$ cat config.mk
export PLATFORM = sky130hd
export DESIGN_NAME = free_running_capture_compare
export DESIGN_NICKNAME = d
export VERILOG_FILES = /design/src/frc_pkg.sv /design/src/free_running_capture_compare.sv
export VERILOG_INCLUDE_DIRS = /design/src
export SDC_FILE = /design/constraint.sdc
export NUM_CORES = 1
export LEC_CHECK = 0
export ABC_CLOCK_PERIOD_IN_PS = 6000
export BUFFER_PORTS_ARGS = -buffer_cell sky130_fd_sc_hd__buf_2
export CAP_MARGIN = 5
export CORE_UTILIZATION = 60
export DETAILED_ROUTE_END_ITERATION = 16
export GPL_TIMING_DRIVEN = 0
export PLACE_DENSITY = 0.81
export SLEW_MARGIN = 10
export SYNTH_ARGS = -nofsm -noshare
export SYNTH_HDL_FRONTEND = slang
export SYNTH_SLANG_ARGS = --single-unit
$ cat constraint.sdc
create_clock -name mclk -period 6 [get_ports mclk]
set_clock_uncertainty 0.05 [all_clocks]
set_input_delay 0.6 -clock mclk [delete_from_list [all_inputs] [get_ports mclk]]
set_output_delay 0.6 -clock mclk [all_outputs]
set_load 0.02 [all_outputs]
$ cat src/frc_defines.svh
// register offsets, field positions and reset values of the capture/compare timer
`ifndef FRC_DEFINES_SVH
`define FRC_DEFINES_SVH

// ----------------------------------------------------------------------------
// register byte offsets (one byte register per 32-bit word)
// ----------------------------------------------------------------------------
`define OFS_COUNT_HI   8'h00
`define OFS_COUNT_LO   8'h04
`define OFS_CMP_HI     8'h08
`define OFS_CMP_LO     8'h0C
`define OFS_CAP_A_HI   8'h10
`define OFS_CAP_A_LO   8'h14
`define OFS_CAP_B_HI   8'h18
`define OFS_CAP_B_LO   8'h1C
`define OFS_CAP_C_HI   8'h20
`define OFS_CAP_C_LO   8'h24
`define OFS_CAP_D_HI   8'h28
`define OFS_CAP_D_LO   8'h2C
`define OFS_STATUS     8'h30
`define OFS_IRQ_EN     8'h34
`define OFS_CONTROL    8'h38
`define OFS_OUT_CTRL   8'h3C

// ----------------------------------------------------------------------------
// status / enable field positions (flags in 7..1, clear_on_match_a in 0)
// ----------------------------------------------------------------------------
`define FLG_CAP_A      7
`define FLG_CAP_B      6
`define FLG_CAP_C      5
`define FLG_CAP_D      4
`define FLG_CMP_A      3
`define FLG_CMP_B      2
`define FLG_WRAP       1
`define BIT_CLR_ON_A   0

// ----------------------------------------------------------------------------
// control fields
// ----------------------------------------------------------------------------
`define CTL_EDGE_A     7
`define CTL_EDGE_B     6
`define CTL_EDGE_C     5
`define CTL_EDGE_D     4
`define CTL_BUF_A      3
`define CTL_BUF_B      2
`define CTL_CKS_HI     1
`define CTL_CKS_LO     0
`define OCT_CMP_SEL    4
`define OCT_OE_A       3
`define OCT_OE_B       2
`define OCT_LVL_A      1
`define OCT_LVL_B      0

// ----------------------------------------------------------------------------
// clock select codes and prescaler taps
// ----------------------------------------------------------------------------
`define CKS_DIV2       2'h0
`define CKS_DIV8       2'h1
`define CKS_DIV32      2'h2
`define CKS_EXT        2'h3
`define TAP_DIV2       0
`define TAP_DIV8       2
`define TAP_DIV32      4

// ----------------------------------------------------------------------------
// reset values, reserved read bits and counter maximum
// ----------------------------------------------------------------------------
`define RST_COUNT      16'h0000
`define RST_CMP        16'hFFFF
`define RST_CAP        16'h0000
`define RST_CONTROL    8'h00
`define OUT_CTRL_RSVD  8'hE0
`define COUNT_MAX      16'hFFFF

`endif

$ cat src/frc_pkg.sv
// types shared by the capture/compare timer
`default_nettype none

package frc_pkg;

    // ------------------------------------------------------------------------
    // wishbone request and answer
    // ------------------------------------------------------------------------
    typedef struct packed {
        logic        cyc;
        logic        stb;
        logic        we;
        logic [3:0]  sel;
        logic [7:0]  adr;
        logic [31:0] dat;
    } wb_req_type;

    typedef struct packed {
        logic        ack;
        logic [31:0] dat;
    } wb_rsp_type;

    // irq lines: 6 cap a,5 cap b,4 cap c,3 cap d,2 cmp a,1 cmp b,0 wrap
    typedef struct packed {
        logic [6:0] line;
        logic [2:0] top;
        logic       any;
    } irq_type;

    // ------------------------------------------------------------------------
    // whole module state
    // ------------------------------------------------------------------------
    typedef struct packed {
        logic [4:0]       prescale;
        logic             src_prev;
        logic [15:0]      counter;
        logic [15:0]      cmp_a;
        logic [15:0]      cmp_b;
        logic [3:0][15:0] cap;
        logic [7:0]       temp;
        logic [6:0]       flags;
        logic [6:0]       ien;
        logic             clr_on_a;
        logic [7:0]       control;
        logic [4:0]       out_ctrl;
        logic [3:0]       pin_prev;
        logic [3:0]       pend;
        logic [3:0]       sec_pend;
        logic             out_a;
        logic             out_b;
        logic             ack;
        logic [7:0]       rdata;
    } state_type;

endpackage : frc_pkg

`default_nettype wire

$ cat src/free_running_capture_compare.sv
// 16-bit free counter with two compare and four capture channels, wishbone slave
//
// Our own choices: the register offsets and the Wishbone slave port.
`include "frc_defines.svh"
`default_nettype none

module free_running_capture_compare (
    input  wire logic               mclk,
    input  wire logic               resetn,
    input  wire frc_pkg::wb_req_type wb_req,
    output frc_pkg::wb_rsp_type     wb_rsp,
    input  wire logic               ext_count_clock_pin,
    input  wire logic               capture_pin_a,
    input  wire logic               capture_pin_b,
    input  wire logic               capture_pin_c,
    input  wire logic               capture_pin_d,
    output logic                    compare_out_pin_a,
    output logic                    compare_out_enable_a,
    output logic                    compare_out_pin_b,
    output logic                    compare_out_enable_b,
    output frc_pkg::irq_type        irq
);

    // ------------------------------------------------------------------------
    // helpers
    // ------------------------------------------------------------------------
    function automatic logic edge_hit(input logic sel, input logic rise, input logic fall);
        edge_hit = sel ? rise : fall;
    endfunction : edge_hit

    // index of the highest pending line: bit 6 is capture a, highest
    function automatic logic [2:0] top_irq(input logic [6:0] req);
        logic [2:0] idx;
        idx = 3'h0;
        for (int i = 0; i < 7; i++) begin
            if (req[i]) begin
                idx = 3'(i);
            end
        end
        top_irq = idx;
    endfunction : top_irq

    // ------------------------------------------------------------------------
    // state
    // ------------------------------------------------------------------------
    frc_pkg::state_type state_r;
    frc_pkg::state_type state_nxt;

    logic       req_new;
    logic       wr_take;
    logic       rd_new;
    logic [7:0] wbyte;
    logic [1:0] cks;
    logic       src_lvl;
    logic       count_pulse;
    logic       match_a;
    logic       match_b;
    logic       cmp_lo_wr;
    logic       cnt_lo_wr;
    logic       clr_evt;
    logic [3:0] pins;
    logic [3:0] rise;
    logic [3:0] fall;
    logic [3:0] own_evt;
    logic [3:0] busy;
    logic [3:0] strobe;
    logic [3:0] sec_strobe;
    logic [1:0] bufm;
    logic [6:0] set_flags;
    logic [7:0] rd_byte;
    logic       unused_bits;

    assign pins = {capture_pin_d, capture_pin_c, capture_pin_b, capture_pin_a};
    assign bufm = {state_r.control[`CTL_BUF_B], state_r.control[`CTL_BUF_A]};
    assign cks  = state_r.control[`CTL_CKS_HI:`CTL_CKS_LO];
    assign unused_bits = ^{wb_req.dat[31:8], wb_req.sel[3:1], wb_req.adr[1:0]};

    always_comb begin
        // --------------------------------------------------------------------
        // bus decode: ack one cycle after request, write lands at ack edge
        // --------------------------------------------------------------------
        req_new   = wb_req.cyc & wb_req.stb & ~state_r.ack;
        wr_take   = wb_req.cyc & wb_req.stb & wb_req.we & state_r.ack & wb_req.sel[0];
        rd_new    = req_new & ~wb_req.we;
        wbyte     = wb_req.dat[7:0];
        cnt_lo_wr = wr_take & (wb_req.adr == `OFS_COUNT_LO);
        cmp_lo_wr = wr_take & (wb_req.adr == `OFS_CMP_LO);

        // --------------------------------------------------------------------
        // count source: free prescaler, selection is only a tap
        // --------------------------------------------------------------------
        case (cks)
            `CKS_DIV2:  src_lvl = state_r.prescale[`TAP_DIV2];
            `CKS_DIV8:  src_lvl = state_r.prescale[`TAP_DIV8];
            `CKS_DIV32: src_lvl = state_r.prescale[`TAP_DIV32];
            // inverted so a rising pin edge is a falling source edge
            `CKS_EXT:   src_lvl = ~ext_count_clock_pin;
            default:    src_lvl = 1'b0;
        endcase
        // a select change from high to low looks like a falling edge too
        count_pulse = state_r.src_prev & ~src_lvl;

        // --------------------------------------------------------------------
        // compare: last equal state just before advance
        // --------------------------------------------------------------------
        match_a = count_pulse & (state_r.counter == state_r.cmp_a)
                  & ~(cmp_lo_wr & ~state_r.out_ctrl[`OCT_CMP_SEL]);
        match_b = count_pulse & (state_r.counter == state_r.cmp_b)
                  & ~(cmp_lo_wr & state_r.out_ctrl[`OCT_CMP_SEL]);
        clr_evt = match_a & state_r.clr_on_a;

        // --------------------------------------------------------------------
        // capture edges, busy windows and strobes
        // --------------------------------------------------------------------
        rise = pins & ~state_r.pin_prev;
        fall = ~pins & state_r.pin_prev;
        for (int i = 0; i < 4; i++) begin
            own_evt[i] = edge_hit(state_r.control[`CTL_EDGE_A - i], rise[i], fall[i]);
            busy[i]    = rd_new & (wb_req.adr == (`OFS_CAP_A_HI + 8'(8 * i)));
        end
        for (int p = 0; p < 2; p++) begin
            if (bufm[p]) begin
                // secondary select adds a second edge on the primary pin
                own_evt[p] = own_evt[p] | edge_hit(state_r.control[`CTL_EDGE_C - p],
                                                   rise[p], fall[p]);
                busy[p]    = busy[p] | busy[p + 2];
            end
        end
        for (int i = 0; i < 4; i++) begin
            strobe[i]     = (own_evt[i] | state_r.pend[i]) & ~busy[i];
            sec_strobe[i] = 1'b0;
        end
        for (int p = 0; p < 2; p++) begin
            if (bufm[p]) begin
                // secondary pin only flags, the register is the buffer
                sec_strobe[p + 2] = own_evt[p + 2];
                strobe[p + 2]     = 1'b0;
            end
        end

        // --------------------------------------------------------------------
        // read mux
        // --------------------------------------------------------------------
        case (wb_req.adr)
            `OFS_COUNT_HI: rd_byte = state_r.counter[15:8];
            `OFS_COUNT_LO: rd_byte = state_r.temp;
            `OFS_CMP_HI:   rd_byte = state_r.out_ctrl[`OCT_CMP_SEL] ?
                                     state_r.cmp_b[15:8] : state_r.cmp_a[15:8];
            `OFS_CMP_LO:   rd_byte = state_r.out_ctrl[`OCT_CMP_SEL] ?
                                     state_r.cmp_b[7:0] : state_r.cmp_a[7:0];
            `OFS_CAP_A_HI: rd_byte = state_r.cap[0][15:8];
            `OFS_CAP_B_HI: rd_byte = state_r.cap[1][15:8];
            `OFS_CAP_C_HI: rd_byte = state_r.cap[2][15:8];
            `OFS_CAP_D_HI: rd_byte = state_r.cap[3][15:8];
            `OFS_CAP_A_LO,
            `OFS_CAP_B_LO,
            `OFS_CAP_C_LO,
            `OFS_CAP_D_LO: rd_byte = state_r.temp;
            `OFS_STATUS:   rd_byte = {state_r.flags, state_r.clr_on_a};
            `OFS_IRQ_EN:   rd_byte = {state_r.ien, 1'b0};
            `OFS_CONTROL:  rd_byte = state_r.control;
            `OFS_OUT_CTRL: rd_byte = `OUT_CTRL_RSVD | {3'h0, state_r.out_ctrl};
            default:       rd_byte = 8'h00;
        endcase

        // --------------------------------------------------------------------
        // next state
        // --------------------------------------------------------------------
        state_nxt          = state_r;
        state_nxt.prescale = state_r.prescale + 5'h01;
        state_nxt.src_prev = src_lvl;
        state_nxt.pin_prev = pins;
        state_nxt.ack      = req_new;
        state_nxt.rdata    = req_new ? rd_byte : state_r.rdata;

        for (int i = 0; i < 4; i++) begin
            state_nxt.pend[i] = (own_evt[i] | state_r.pend[i]) & busy[i];
        end
        for (int p = 0; p < 2; p++) begin
            if (bufm[p]) begin
                state_nxt.pend[p + 2] = 1'b0;
            end
        end
        state_nxt.sec_pend = sec_strobe;

        // counter: clear beats write, write beats increment
        if (clr_evt) begin
            state_nxt.counter = `RST_COUNT;
        end else if (cnt_lo_wr) begin
            state_nxt.counter = {state_r.temp, wbyte};
        end else if (count_pulse) begin
            state_nxt.counter = state_r.counter + 16'h0001;
        end

        // capture loads; buffer shifts old primary into its pair
        for (int i = 0; i < 4; i++) begin
            if (strobe[i]) begin
                state_nxt.cap[i] = state_r.counter;
            end
        end
        for (int p = 0; p < 2; p++) begin
            if (bufm[p] && strobe[p]) begin
                state_nxt.cap[p + 2] = state_r.cap[p];
            end
        end

        // compare pins
        if (match_a) begin
            state_nxt.out_a = state_r.out_ctrl[`OCT_LVL_A];
        end
        if (match_b) begin
            state_nxt.out_b = state_r.out_ctrl[`OCT_LVL_B];
        end

        // event flags: a set in the clearing cycle still wins
        set_flags = {strobe[0], strobe[1], strobe[2] | sec_strobe[2],
                     strobe[3] | sec_strobe[3], match_a, match_b,
                     count_pulse & ~clr_evt & ~cnt_lo_wr
                     & (state_r.counter == `COUNT_MAX)};

        // register writes
        if (wr_take) begin
            case (wb_req.adr)
                `OFS_COUNT_HI,
                `OFS_CMP_HI:   state_nxt.temp = wbyte;
                `OFS_CMP_LO: begin
                    if (state_r.out_ctrl[`OCT_CMP_SEL]) begin
                        state_nxt.cmp_b = {state_r.temp, wbyte};
                    end else begin
                        state_nxt.cmp_a = {state_r.temp, wbyte};
                    end
                end
                `OFS_STATUS: begin
                    state_nxt.flags    = state_r.flags & wbyte[7:1];
                    state_nxt.clr_on_a = wbyte[`BIT_CLR_ON_A];
                end
                `OFS_IRQ_EN:   state_nxt.ien = wbyte[7:1];
                `OFS_CONTROL:  state_nxt.control = wbyte;
                `OFS_OUT_CTRL: state_nxt.out_ctrl = wbyte[4:0];
                default: begin
                end
            endcase
        end
        state_nxt.flags = state_nxt.flags | set_flags;

        // counter and capture upper reads stage the lower byte for the next lower read
        if (rd_new) begin
            case (wb_req.adr)
                `OFS_COUNT_HI: state_nxt.temp = state_r.counter[7:0];
                `OFS_CAP_A_HI: state_nxt.temp = state_r.cap[0][7:0];
                `OFS_CAP_B_HI: state_nxt.temp = state_r.cap[1][7:0];
                `OFS_CAP_C_HI: state_nxt.temp = state_r.cap[2][7:0];
                `OFS_CAP_D_HI: state_nxt.temp = state_r.cap[3][7:0];
                default: begin
                end
            endcase
        end
    end

    // ------------------------------------------------------------------------
    // registers
    // ------------------------------------------------------------------------
    always_ff @(posedge mclk or negedge resetn) begin
        if (!resetn) begin
            state_r          <= '0;
            state_r.counter  <= `RST_COUNT;
            state_r.cmp_a    <= `RST_CMP;
            state_r.cmp_b    <= `RST_CMP;
            state_r.cap      <= {4{`RST_CAP}};
            state_r.control  <= `RST_CONTROL;
        end else begin
            state_r <= state_nxt;
        end
    end

    // ------------------------------------------------------------------------
    // outputs
    // ------------------------------------------------------------------------
    assign wb_rsp.ack = state_r.ack & wb_req.cyc & wb_req.stb;
    assign wb_rsp.dat = {24'h000000, state_r.rdata};

    assign compare_out_pin_a    = state_r.out_a;
    assign compare_out_pin_b    = state_r.out_b;
    assign compare_out_enable_a = state_r.out_ctrl[`OCT_OE_A];
    assign compare_out_enable_b = state_r.out_ctrl[`OCT_OE_B];

    assign irq.line = state_r.flags & state_r.ien;
    assign irq.top  = top_irq(state_r.flags & state_r.ien);
    assign irq.any  = |(state_r.flags & state_r.ien) | (unused_bits & 1'b0);

endmodule : free_running_capture_compare

`default_nettype wire

# --- Word-level counts from Yosys, hierarchy flattened ---
# Cells that the tools add are included.
op_classes:
  addsub: 2
  mux: 42
  bitwise_logic: 63
  n_reduce_logical: 16
  eq_ne: 21
op_table:
  columns: ["operator", "count"]
  rows:
  - ["two-way mux 16 bit", 7]
  - ["case mux 8 bit (12 select lines)", 1]
  - ["equality test 8 x 6 -> 1 bit (second input constant)", 8]
  - ["two-way mux 8 bit", 5]
  - ["case mux 8 bit (5 select lines)", 1]
  - ["two-way mux 36 bit", 1]
  - ["bitwise AND 1 bit", 33]
  - ["equality test 16 bit", 2]
  - ["equality test 8 x 5 -> 1 bit (second input constant)", 4]
  - ["two-way mux 1 bit", 18]
  - ["adder 16 x 1 -> 16 bit (second input constant)", 1]
  - ["equality test 16 bit (second input constant)", 1]
  - ["equality test 8 x 4 -> 1 bit (second input constant)", 2]
  - ["two-way mux 3 bit", 5]
  - ["bitwise AND 7 bit", 2]
  - ["two-way mux 7 bit", 2]
  - ["inverter 1 bit", 13]
  - ["bitwise OR 1 bit", 10]
  - ["bitwise AND 4 bit", 2]
  - ["equality test 8 x 3 -> 1 bit (second input constant)", 1]
  - ["logical NOT 8 bit", 1]
  - ["inverter 4 bit", 2]
  - ["AND reduction 2 bit", 4]
  - ["bitwise OR 7 bit", 1]
  - ["other kinds (13)", 17]
word_totals:
  regBits: 173
  word_cells: 165

# --- Logic depth before layout (Yosys ltp) ---
# Gate-level depths: netlist of run 1.
logic_depth:
  ltp_word: 14
  mapped_depth: 8
  depth_no_buf: 6

# --- Worst setup path before layout of run 1 ---
# Ideal clock, no wire load.
synth_path:
  path_type: "input port to flip-flop"
  startpoint: "in wb_req[39] (netlist bit)"
  endpoint: "reg state_r, in the netlist compare_out_pin_b"
  slack_ns: 3.444
  required_ns: 5.822
  arrival_ns: 2.378
  path_stages: 7
  setup_time_ns: 0.128
  n_path_buf: 2
  cell_sequence: "buf_2 > or4_4 > buf_6 > nor4_4 > nor3_2 > nand4_2 > mux2_1"
synth_via:
  elab_chain_cells: 5
synth_rtl:
  columns: ["item", "line_no", "text"]
  rows:
  - ["from (decl)", "free_running_capture_compare.sv:10", "input wire frc_pkg::wb_req_type wb_req,"]
  - ["equality test 8 x 4 -> 1 bit", null, null]
  - ["bitwise AND 1 bit", "free_running_capture_compare.sv:87", "cmp_lo_wr = wr_take & (wb_req.adr == `OFS_CMP_LO);"]
  - ["bitwise AND 1 bit", "free_running_capture_compare.sv:109", "& ~(cmp_lo_wr & state_r.out_ctrl[`OCT_CMP_SEL]);"]
  - ["inverter 1 bit", "free_running_capture_compare.sv:109", null]
  - ["bitwise AND 1 bit", "free_running_capture_compare.sv:108", "match_b = count_pulse & (state_r.counter == state_r.cmp_b)"]
  - ["to (signal assigned)", "free_running_capture_compare.sv:272", "state_r <= state_nxt;"]
  - ["to (decl)", "free_running_capture_compare.sv:46", "frc_pkg::state_type state_r;"]
# No other way between the ends.
# A chain may end at the register's enable or synchronous reset.

# --- Worst setup path after layout of run 1 ---
layout_path:
  startpoint: "reg state_r[155] (netlist bit)"
  endpoint: "reg state_r[162] (netlist bit)"
layout_via:
  elab_chain_cells: 5
  word_cells_on_any_way: 9
layout_rtl:
  columns: ["item"]
  rows:
  - ["parallel branches: the longest is 5 deep, another holds adder 16 x 1 -> 16 bit"]
# Parallel ways; which one is timed is not known. The select of a mux whose other input is x is not followed.

==> results by group, run 1 <==
Floorplan
  – Core area: 15900 sq um
  – Top Ports: 102
  – DIE HEIGHT: 129 um
  – Width of the die: 129 um
  – # rows: 46
  – Initial Util: 61.3%
  – Die Area: 16800 sq um

Clocking
  – H-Tree Depth: 4
  – Root buffer cell: clkbuf_16
  – Clk slew on worst S/H paths: 70 ps
  – CTS resizes: 0
  – CTS max path bufs: 2
  – CTS Buf Count: 17
  – # Post-CTS Setup Buffers: 0
  – TritonCTS clock tree: done
  – Clock sink count: 173
  – Cts-stage hold buffer count: 0
  – Worst-skew pair later-pin latency: 450 ps

Pwr
  – Pleak: 4.90 nW
  – Worst vdd ir: 0.000213 V
  – Power Dens Cells: 260 nW/um^2
  – Total power: 2.84 mW

Synth
  – Area fraction of the dominant cell type after synthesis: 36.2%
  – Synth warn: 0
  – Post-synth EDFFs: 0
  – Top FF cell, synth: dfrtp_1
  – Ys async rst share: 100%
  – Post-synthesis sequential area ratio: 44.8%
  – Yosys cell types: 77
  – Post-Syn Instances: 919
  – Number of synthesized register bits: 173
  – Avg Inst Size Synth: 10.6 sq um
  – Synthesized area: 9740 sq um
  – Top post-synthesis cells by area: dfrtp_1 36%, mux2_2 11%, dfstp_2 8.6%, mux2i_1 4.7%, xor2_1 3.3%
  – Cell taking the most area after synthesis: dfrtp_1

Worst setup path
  – Worst EP required: 6260 ps
  – Setup CP Type: register to register
  – Worst Path Max Fanout: 10
  – Worst setup SP type: register
  – CP endpoint kind: register
  – Worst Path Arrival: 3430 ps

Route
  – WL final: 29.2 mm
  – Drt wl/cell: 23.6 um
  – Starting DRC count in detailed routing: 1064
  – First-pass iteration count of the detailed router: 7
  – Routed vias/inst: 6.43
  – Total number of vias: 7949
  – # DRC: 0
  – Number of routed nets with antenna violations: 0

Timing
  – Min Tclk post-route: 3180 ps
  – Final setup viols: 0
  – Worst slew margin: 7.27%
  – Fmax: 0.315 GHz
  – Max Slew Vio Count: 0
  – Final hold slack: 79.4 ps
  – Final Hold Fails: 0
  – Final setup TNS: 0 ps
  – Tcrit/Tclk final: 53.0%
  – RSZ-0062 raised after global routing: no
  – Worst slew pin tran: 1380 ps
  – Final worst slack: 2820 ps

Cells and area
  – Area grow syn2layout: 12.3%
  – Ant diodes: 0
  – Share of cells above drive strength 1: 28.0%
  – Final Util: 68.9%
  – Net count, final: 1063

GRT
  – Vias in the first global route: 7693
  – Antenna violations before repair: 0
  – Global-route wire length before repair: 44.5 mm
  – Largest net degree at the start of global routing: 93
  – Global route overflow: 0
  – Gr usage total: 36.6%

Placement
  – DPL Wire Length: 20.7 mm
  – GP Congestion: 0.998
  – Dpl ws: 2740 ps
  – # port buffers: 45

Run status
  – Status: finished clean

Run
  – MaxCap Viol Count: 0

Worst hold path
  – Tightest Hold Check Type: primary input to async pin
==> metrics by stage <==
| step | area (sq um) | instances |
|---|---|---|
| 4_1_cts | 10900 | 1236 |
| 2_1_floorplan | 9830 | 942 |
| 5_1_grt | 10900 | 1236 |
| 3_5_place_dp | 10400 | 1204 |
| 3_3_place_gp | 10300 | 1203 |
| 6_report | 10900 | 1236 |
==> state kept, by name (all words and copies together) (netlist names) <==
signal,flops
wb_rsp,8
state_r,157
compare_out_enable_b,1
compare_out_pin_b,1
compare_out_pin_a,1
cks,2
bufm,2
compare_out_enable_a,1
==> critical path, cell delays in order, from the launching register on <==
cell and delay, ps:
dfrtp_1 370, clkbuf_1 570, xor2_1 170, nor4_1 350, nand4_1 240, nor3_1 830
buf_2 380, a211oi_1 70
==> report_power, final <==
group / switching (mW) / total [mW] / internal [mW]
registers: 0.0580 / 1.31 / 1.26
logic: 0.269 / 0.434 / 0.164
clock network: 0.507 / 1.10 / 0.590
total: 0.835 / 2.84 / 2.01
==> cell usage after synthesis, drive strengths merged, types with 4 or more instances <==
cell	n
and3	5
mux2i	46
nor2	54
nor4b	4
o31ai	4
buf	56
a221o	8
inv	19
and4	4
nand4	11
a22oi	10
or4b	4
nor4	13
a22o	6
and2	10
o221ai	4
a221oi	16
a211o	4
nand2	82
a21o	4
a211oi	17
xor2	37
nor3	12
dfrtp	141
a31oi	15
a21oi	23
nand2b	5
xnor2	11
dfstp	32
nor3b	5
o21ai	38
nand3b	4
mux2	103
clkbuf	40
nor2b	9
nand3	24
==> final timing paths <==
| check | start | endpoint | slack (ps) | cells after the start |
|---|---|---|---|---|
| min reg2reg | state_r[175] | state_r[175] | 430 | 1 |
| max in group asynchronous | resetn | state_r[34] | 4950 | 2 |
| min in group mclk | capture_pin_c | state_r[21] | 230 | 1 |
| max | state_r[155] | state_r[162] | 2820 | 7 |
| max reg2reg | state_r[155] | state_r[162] | 2820 | 7 |
| min | resetn | state_r[157] | 80 | 1 |
==> per-layer routing <==
metal | track usage, % | wire length (um)
met5 | 0 | 0
met4 | 23.3 | 1840
met3 | 8.09 | 2810
met2 | 55.1 | 12900
met1 | 48.0 | 11600
==> layout make-up <==
class	count	area (sq um)
plain buffers	96	561
fillers	1167	4940
well taps	216	270
multi-input cells	654	4840
clock buffers	18	439
clock inverters	14	135
repair buffers	46	263
flip-flops and latches	173	4370
inverters	19	71.3
==> cell families after synthesis <==
group | after synthesis | share of synthesized area (%)
DFF | 173 | 44.8
xor gates and xnor gates | 48 | 4.31
other | 1 | 0.0385
AOI/OAI and AO/OA | 169 | 12.6
and+or+nand+nor | 261 | 14.6
muxes | 150 | 16.9
buffers and inverters | 115 | 6.48
adders and majority gates | 2 | 0.257
==> placed cells by master, fill, tap and decap left out, drive strengths merged, types with 5 or more instances in the layout <==
master    Yosys  layout
a211oi       17      17
a21oi        23      23
a221o         8       8
a221oi       16      16
a22o          6       6
a22oi        10      10
a31oi        15      15
and2         10      10
and3          5       5
buf          56     102
clkbuf       40      58
clkinvlp      0       5
conb          1      24
dfrtp       141     141
dfstp        32      32
inv          19      24
mux2        103     103
mux2i        46      46
nand2        82      82
nand2b        5       5
nand3        24      24
nand4        11      11
nor2         54      54
nor2b         9       9
nor3         12      12
nor3b         5       5
nor4         13      13
o21ai        38      38
xnor2        11      11
xor2         37      37
Note: power is estimated with default switching activity, not from simulation.
==> run 2, diff against run 1 <==
ABC_CLOCK_PERIOD_IN_PS = 2900   (was 6000)
CORE_UTILIZATION = 54   (was 60)
PLACE_DENSITY = 0.77   (was 0.81)
clock period = 2.9 ns   (was 6 ns; I/O delays follow)
==> results by group, run 2 (same netlist as run 1, synthesis figures left out) <==
GRT
  – Global route overflow: 0 (unchanged)
  – Global-route wire length before repair: 44.8 mm (+0.64%)
  – Antenna violations before repair: 0 (unchanged)
  – Gr usage total: 33.2% (-3.4 points)
  – Vias in the first global route: 7687 (-0.078%)
  – Largest net degree at the start of global routing: 106 (+14%)

Pwr
  – Total power: 5.80 mW (+100%)
  – Worst vdd ir: 0.000359 V (+69%)
  – Power Dens Cells: 528 nW/um^2 (+100%)
  – Pleak: 4.93 nW (+0.47%)

Timing
  – Worst slew margin: 21.4% (+14 points)
  – Fmax: 0.356 GHz (+13%)
  – Tcrit/Tclk final: 96.9% (+44 points)
  – Worst slew pin tran: 1160 ps (-217 ps)
  – Final hold slack: 139 ps (+59.5 ps)
  – Final Hold Fails: 0 (unchanged)
  – RSZ-0062 raised after global routing: no
  – Min Tclk post-route: 2810 ps (-367 ps)
  – Max Slew Vio Count: 0 (unchanged)
  – Final setup viols: 0 (unchanged)

Clocking
  – Root buffer cell: clkbuf_16
  – H-Tree Depth: 4 (unchanged)
  – TritonCTS clock tree: done
  – Clk slew on worst S/H paths: 70 ps (about the same)
  – CTS Buf Count: 17 (unchanged)
  – CTS max path bufs: 2 (unchanged)
  – Clock sink count: 173 (unchanged)
  – Worst-skew pair later-pin latency: 440 ps (about the same)

Worst setup path
  – CP endpoint kind: register
  – CP cell instances: nor4bb_1 > nand3_1 > nand2b_1 > clkbuf_1 > nand2_1 > a31oi_1
  – Worst Path Arrival: 3120 ps (-310 ps)
  – Worst reg2reg path startpoint: state_r[8]
  – Setup CP Type: register to register
  – CP bufs+invs: 1 (-1)
  – Worst EP required: 3210 ps (-3050 ps)
  – Reg2Reg Depth: 6 (-1)
  – Worst Path Max Fanout: 10 (unchanged)
  – Reg-to-reg endpoint: state_r[105]
  – Largest delay share family, worst path: simple AND/OR/NAND/NOR gates
  – Worst path slowest cell: nor4bb_1
  – Worst path max stage delay: 970 ps (+140 ps)
  – R2R Setup Slk: 90 ps (-2730 ps)
  – Worst setup SP type: register

Worst hold path
  – Worst Hold End: state_r[171]
  – Hold Crit Start: ext_count_clock_pin
  – Hold Path Depth: 4
  – Tightest Hold Check Type: primary input to register

Route
  – Starting DRC count in detailed routing: 890 (-16%)
  – Drt wl/cell: 23.5 um (-0.33%)
  – Total number of vias: 7877 (-0.91%)
  – Number of routed nets with antenna violations: 0 (unchanged)
  – WL final: 29.4 mm (+0.63%)
  – # DRC: 0 (unchanged)
  – Routed vias/inst: 6.31 (-1.9%)
  – First-pass iteration count of the detailed router: 5 (-2)

Cells and area
  – Net count, final: 1066 (+0.28%)
  – Most flops, register: state_r
  – Commonest non-fill, non-tap cell in the layout: dfrtp_1
  – Max reg flops: 157 (unchanged)
  – Ant diodes: 0 (unchanged)
  – Commonest cells after routing, fill and taps aside: 141 x dfrtp_1, 95 x mux2_2, 82 x nand2_1
  – Share of cells above drive strength 1: 27.8% (-0.28 points)
  – Area grow syn2layout: 12.6%

Floorplan
  – Core area: 17500 sq um (+10%)
  – Die Area: 18600 sq um (+11%)
  – DIE HEIGHT: 136 um (+5.3%)
  – Top Ports: 102 (unchanged)
  – # rows: 48 (+4.3%)
  – Initial Util: 55.8% (-5.6 points)
  – Width of the die: 136 um (+5.3%)

Placement
  – DPL Wire Length: 21.1 mm (+1.9%)
  – GP Congestion: 0.986 (-1.2%)
  – # port buffers: 45 (unchanged)

Run status
  – Status: finished clean

Run
  – MaxCap Viol Count: 0 (unchanged)
-- run 2: changes by cell type in the layout (fill, tap and decap cells not counted), moves of 2 or more --
cell           delta
dlygate4sd3_1     +5
inv_8             -2
clkinvlp_4        -5
clkinv_4          +3
-- run 2: cell type report --
cell class / count / area [sq um]
Multi-Input combinational cell: 654 / 4830
Sequential cell: 173 / 4370
Inverter: 19 / 71.3
Fill cell: 1453 / 6510
Clock buffer: 21 / 462
Tap cell: 225 / 282
Timing Repair Buffer: 51 / 313
Clock inverter: 11 / 82.6
Buffer: 94 / 554
-- run 2: how the worst max path moves through the flow --
stage	startpoint	end	slack, ps	cells past startpoint
2_1_floorplan	wb_req[39]	compare_out_pin_b	650	7
3_3_place_gp	resetn	state_r[22]	-1230	1
3_5_place_dp	state_r[155]	state_r[163]	-190	7
4_1_cts	state_r[155]	state_r[163]	50	7
5_1_grt	state_r[168]	state_r[169]	20	7
6_report	state_r[8]	state_r[105]	90	6
-- run 2: report_power, final --
part / internal (mW) / switching, mW / total, mW
registers: 2.60 / 0.154 / 2.75
logic: 0.342 / 0.535 / 0.876
clock network: 1.16 / 1.01 / 2.17
-- run 2: metal layers --
layer	vias to the layer above	wire [um]	global-route usage, %
met5	-	0	0
met4	0	1430	19.2
met3	86	2350	7.31
met2	408	13100	49.8
met1	3913	12400	44.2
li1	3470	-	-
-- run 2: metrics by stage --
stage	std cells	instance area, sq um	setup TNS, ps	util (%)	setup WS (ps)
4_1_cts	1250	11000	0	62.8	46.4
2_1_floorplan	942	9830	0	-	654
3_5_place_dp	1213	10400	-1670	59.4	-185
6_report	1248	11000	0	62.8	89.7
5_1_grt	1248	11000	0	62.8	17.6
3_3_place_gp	1212	10300	-180440	59.1	-1230
-- run 2: repair_timing --
item / 4_1_cts / 5_1_grt
gates resized for setup: 1 / 2
endpoints found under the setup margin: 10 / 10
hold buffers: 5 / 0
setup buffers: 0 / 0
endpoints found under the hold margin: 70 / 0
-- run 2: tightest hold or removal path, cell delays in order --
cell and delay (ps):
buf_2 80, nor2b_1 50, nor2_1 100, a21oi_1 70
==> run 3, diff against run 2 <==
CORE_MARGIN = 5   (was not set)
==> results by group, run 3 (same netlist as run 1, synthesis figures left out) <==
Run status
  – Status: finished clean

Route
  – WL final: 28.8 mm (-1.9%)
  – Drt wl/cell: 23.0 um (-2.3%)
  – First-pass iteration count of the detailed router: 5 (unchanged)
  – Routed vias/inst: 6.31 (about the same)
  – Number of routed nets with antenna violations: 0 (unchanged)
  – Total number of vias: 7909 (+0.41%)
  – Starting DRC count in detailed routing: 971 (+9.1%)
  – # DRC: 0 (unchanged)

Worst setup path
  – Worst Path Max Fanout: 10 (unchanged)
  – Worst setup SP type: register
  – CP endpoint kind: register
  – Worst path slowest cell: clkbuf_1
  – Worst Path Arrival: 2970 ps (-150 ps)
  – Worst path max stage delay: 530 ps (-440 ps)
  – CP cell instances: clkbuf_1 > xor2_1 > nor4_1 > nand4_1 > nor3_4 > buf_2 > a211oi_1
  – Setup CP Type: register to register
  – Largest delay share family, worst path: simple AND/OR/NAND/NOR gates
  – CP bufs+invs: 2 (+1)
  – Worst EP required: 3150 ps (-60 ps)

Timing
  – Final hold slack: 122 ps (-16.8 ps)
  – Final setup viols: 0 (unchanged)
  – RSZ-0062 raised after global routing: no
  – Max Slew Vio Count: 0 (unchanged)
  – Worst slew pin tran: 1120 ps (-37.9 ps)
  – Tcrit/Tclk final: 93.8% (-3.1 points)
  – Final setup TNS: 0 ps (unchanged)
  – Worst slew margin: 24.4% (+3.0 points)
  – Min Tclk post-route: 2720 ps (-89.6 ps)
  – Final Hold Fails: 0 (unchanged)
  – Fmax: 0.368 GHz (+3.3%)

Cells and area
  – FF/Latch Area: 4370 sq um (unchanged)
  – Most flops, register: state_r
  – Net count, final: 1067 (+0.094%)
  – Area of the multi-input gates: 4850 sq um (+0.26%)
  – Ant diodes: 0 (unchanged)
  – Commonest cells after routing, fill and taps aside: 141 x dfrtp_1, 95 x mux2_2, 82 x nand2_1
  – Commonest non-fill, non-tap cell in the layout: dfrtp_1
  – Area grow syn2layout: 13.0%
  – Finished Layout Cells: 1253 (+0.40%)
  – Fill count: 1449 (-0.28%)
  – Final Util: 61.7% (-1.1 points)
  – Share of cells above drive strength 1: 28.0% (+0.27 points)
  – Max reg flops: 157 (unchanged)

Floorplan
  – Initial Util: 54.6% (-1.1 points)
  – Width of the die: 144 um (+5.9%)
  – Die Area: 20800 sq um (+12%)
  – # rows: 49 (+2.1%)
  – Core area: 17800 sq um (+2.1%)
  – DIE HEIGHT: 144 um (+5.9%)
  – Top Ports: 102 (unchanged)

GRT
  – Gr usage total: 28.4% (-4.8 points)
  – Antenna violations before repair: 0 (unchanged)
  – Vias in the first global route: 7649 (-0.49%)
  – Global-route wire length before repair: 44.5 mm (-0.71%)
  – Largest net degree at the start of global routing: 92 (-13%)
  – Global route overflow: 0 (unchanged)

Placement
  – GP Congestion: 0.950 (-3.6%)
  – Placed Cells: 1217 (+0.33%)
  – # port buffers: 45 (unchanged)
  – DPL Wire Length: 20.9 mm (-0.86%)

Clocking
  – Clock sink count: 173 (unchanged)
  – CTS max path bufs: 2 (unchanged)
  – Worst-skew pair later-pin latency: 450 ps (about the same)
  – TritonCTS clock tree: done
  – Clk slew on worst S/H paths: 70 ps (about the same)
  – CTS Buf Count: 17 (unchanged)
  – Root buffer cell: clkbuf_16
  – H-Tree Depth: 4 (unchanged)

Pwr
  – Pleak: 4.93 nW (about the same)
  – Worst vdd ir: 0.000485 V (+35%)
  – Power Dens Cells: 531 nW/um^2 (+0.41%)

Worst hold path
  – Tightest Hold Check Type: primary input to register

Run
  – MaxCap Viol Count: 0 (unchanged)
-- run 3: cell count changes in the layout (fill, tap and decap cells not counted), sizes merged --
cell / before / now
bufinv: 0 / 1
clkbuf: 59 / 56
clkinvlp: 0 / 2
inv: 23 / 24
-- run 3: path summary, 6_finish.rpt --
| path | start | end | slack (ps) | cells after the start |
|---|---|---|---|---|
| max | state_r[165] | state_r[162] | 180 | 7 |
| min | ext_count_clock_pin | state_r[171] | 120 | 4 |
| max reg2reg | state_r[165] | state_r[162] | 180 | 7 |
| min reg2reg | state_r[176] | state_r[176] | 420 | 1 |
| max in group asynchronous | resetn | state_r[149] | 1570 | 3 |
| min in group asynchronous | resetn | state_r[159] | 360 | 2 |
-- run 3: final cells by class --
class	count	area share, %
clock inverters	15	1.24
multi-input cells	654	44.0
repair buffers	51	2.84
inverters	19	0.648
flip-flops and latches	173	39.7
clock buffers	17	3.86
plain buffers	95	5.07
well taps	229	2.60
-- run 3: worst min-delay path, stage by stage --
cell and delay, ps:
buf_2 80, nor2b_1 50, nor2_1 90, a21oi_1 70
-- run 3: where the power goes --
group / leakage, nW / total [mW] / switching [mW] / internal [mW]
clock network: 0.274 / 2.23 / 1.03 / 1.19
registers: 2.17 / 2.72 / 0.122 / 2.60
logic: 2.48 / 0.894 / 0.550 / 0.344
total: 4.93 / 5.84 / 1.71 / 4.13
-- run 3: through the flow --
step           worst slack (ps)  total power [mW]  area, sq um
6_report                    179              5.84        11000
5_1_grt                    75.3              6.06        11000
4_1_cts                    55.5              5.84        11000
3_5_place_dp               -106              3.63        10400
3_3_place_gp              -1220              3.60        10300
2_1_floorplan               654              3.32         9830
-- run 3: routing by layer --
layer	routed length, um	GRT usage (%)	up-vias
met5	0	0	-
met3	3140	8.13	95
met2	12600	42.2	466
li1	-	-	3471
met4	1470	13.7	0
met1	11600	38.3	3877
-- run 3: timing repair --
item	4_1_cts	5_1_grt
hold buffers	5	0
pin swaps	0	0
endpoints found under the hold margin	59	0
buffers inserted	0	0
setup endpoints to repair	10	11
resized for setup	1	3
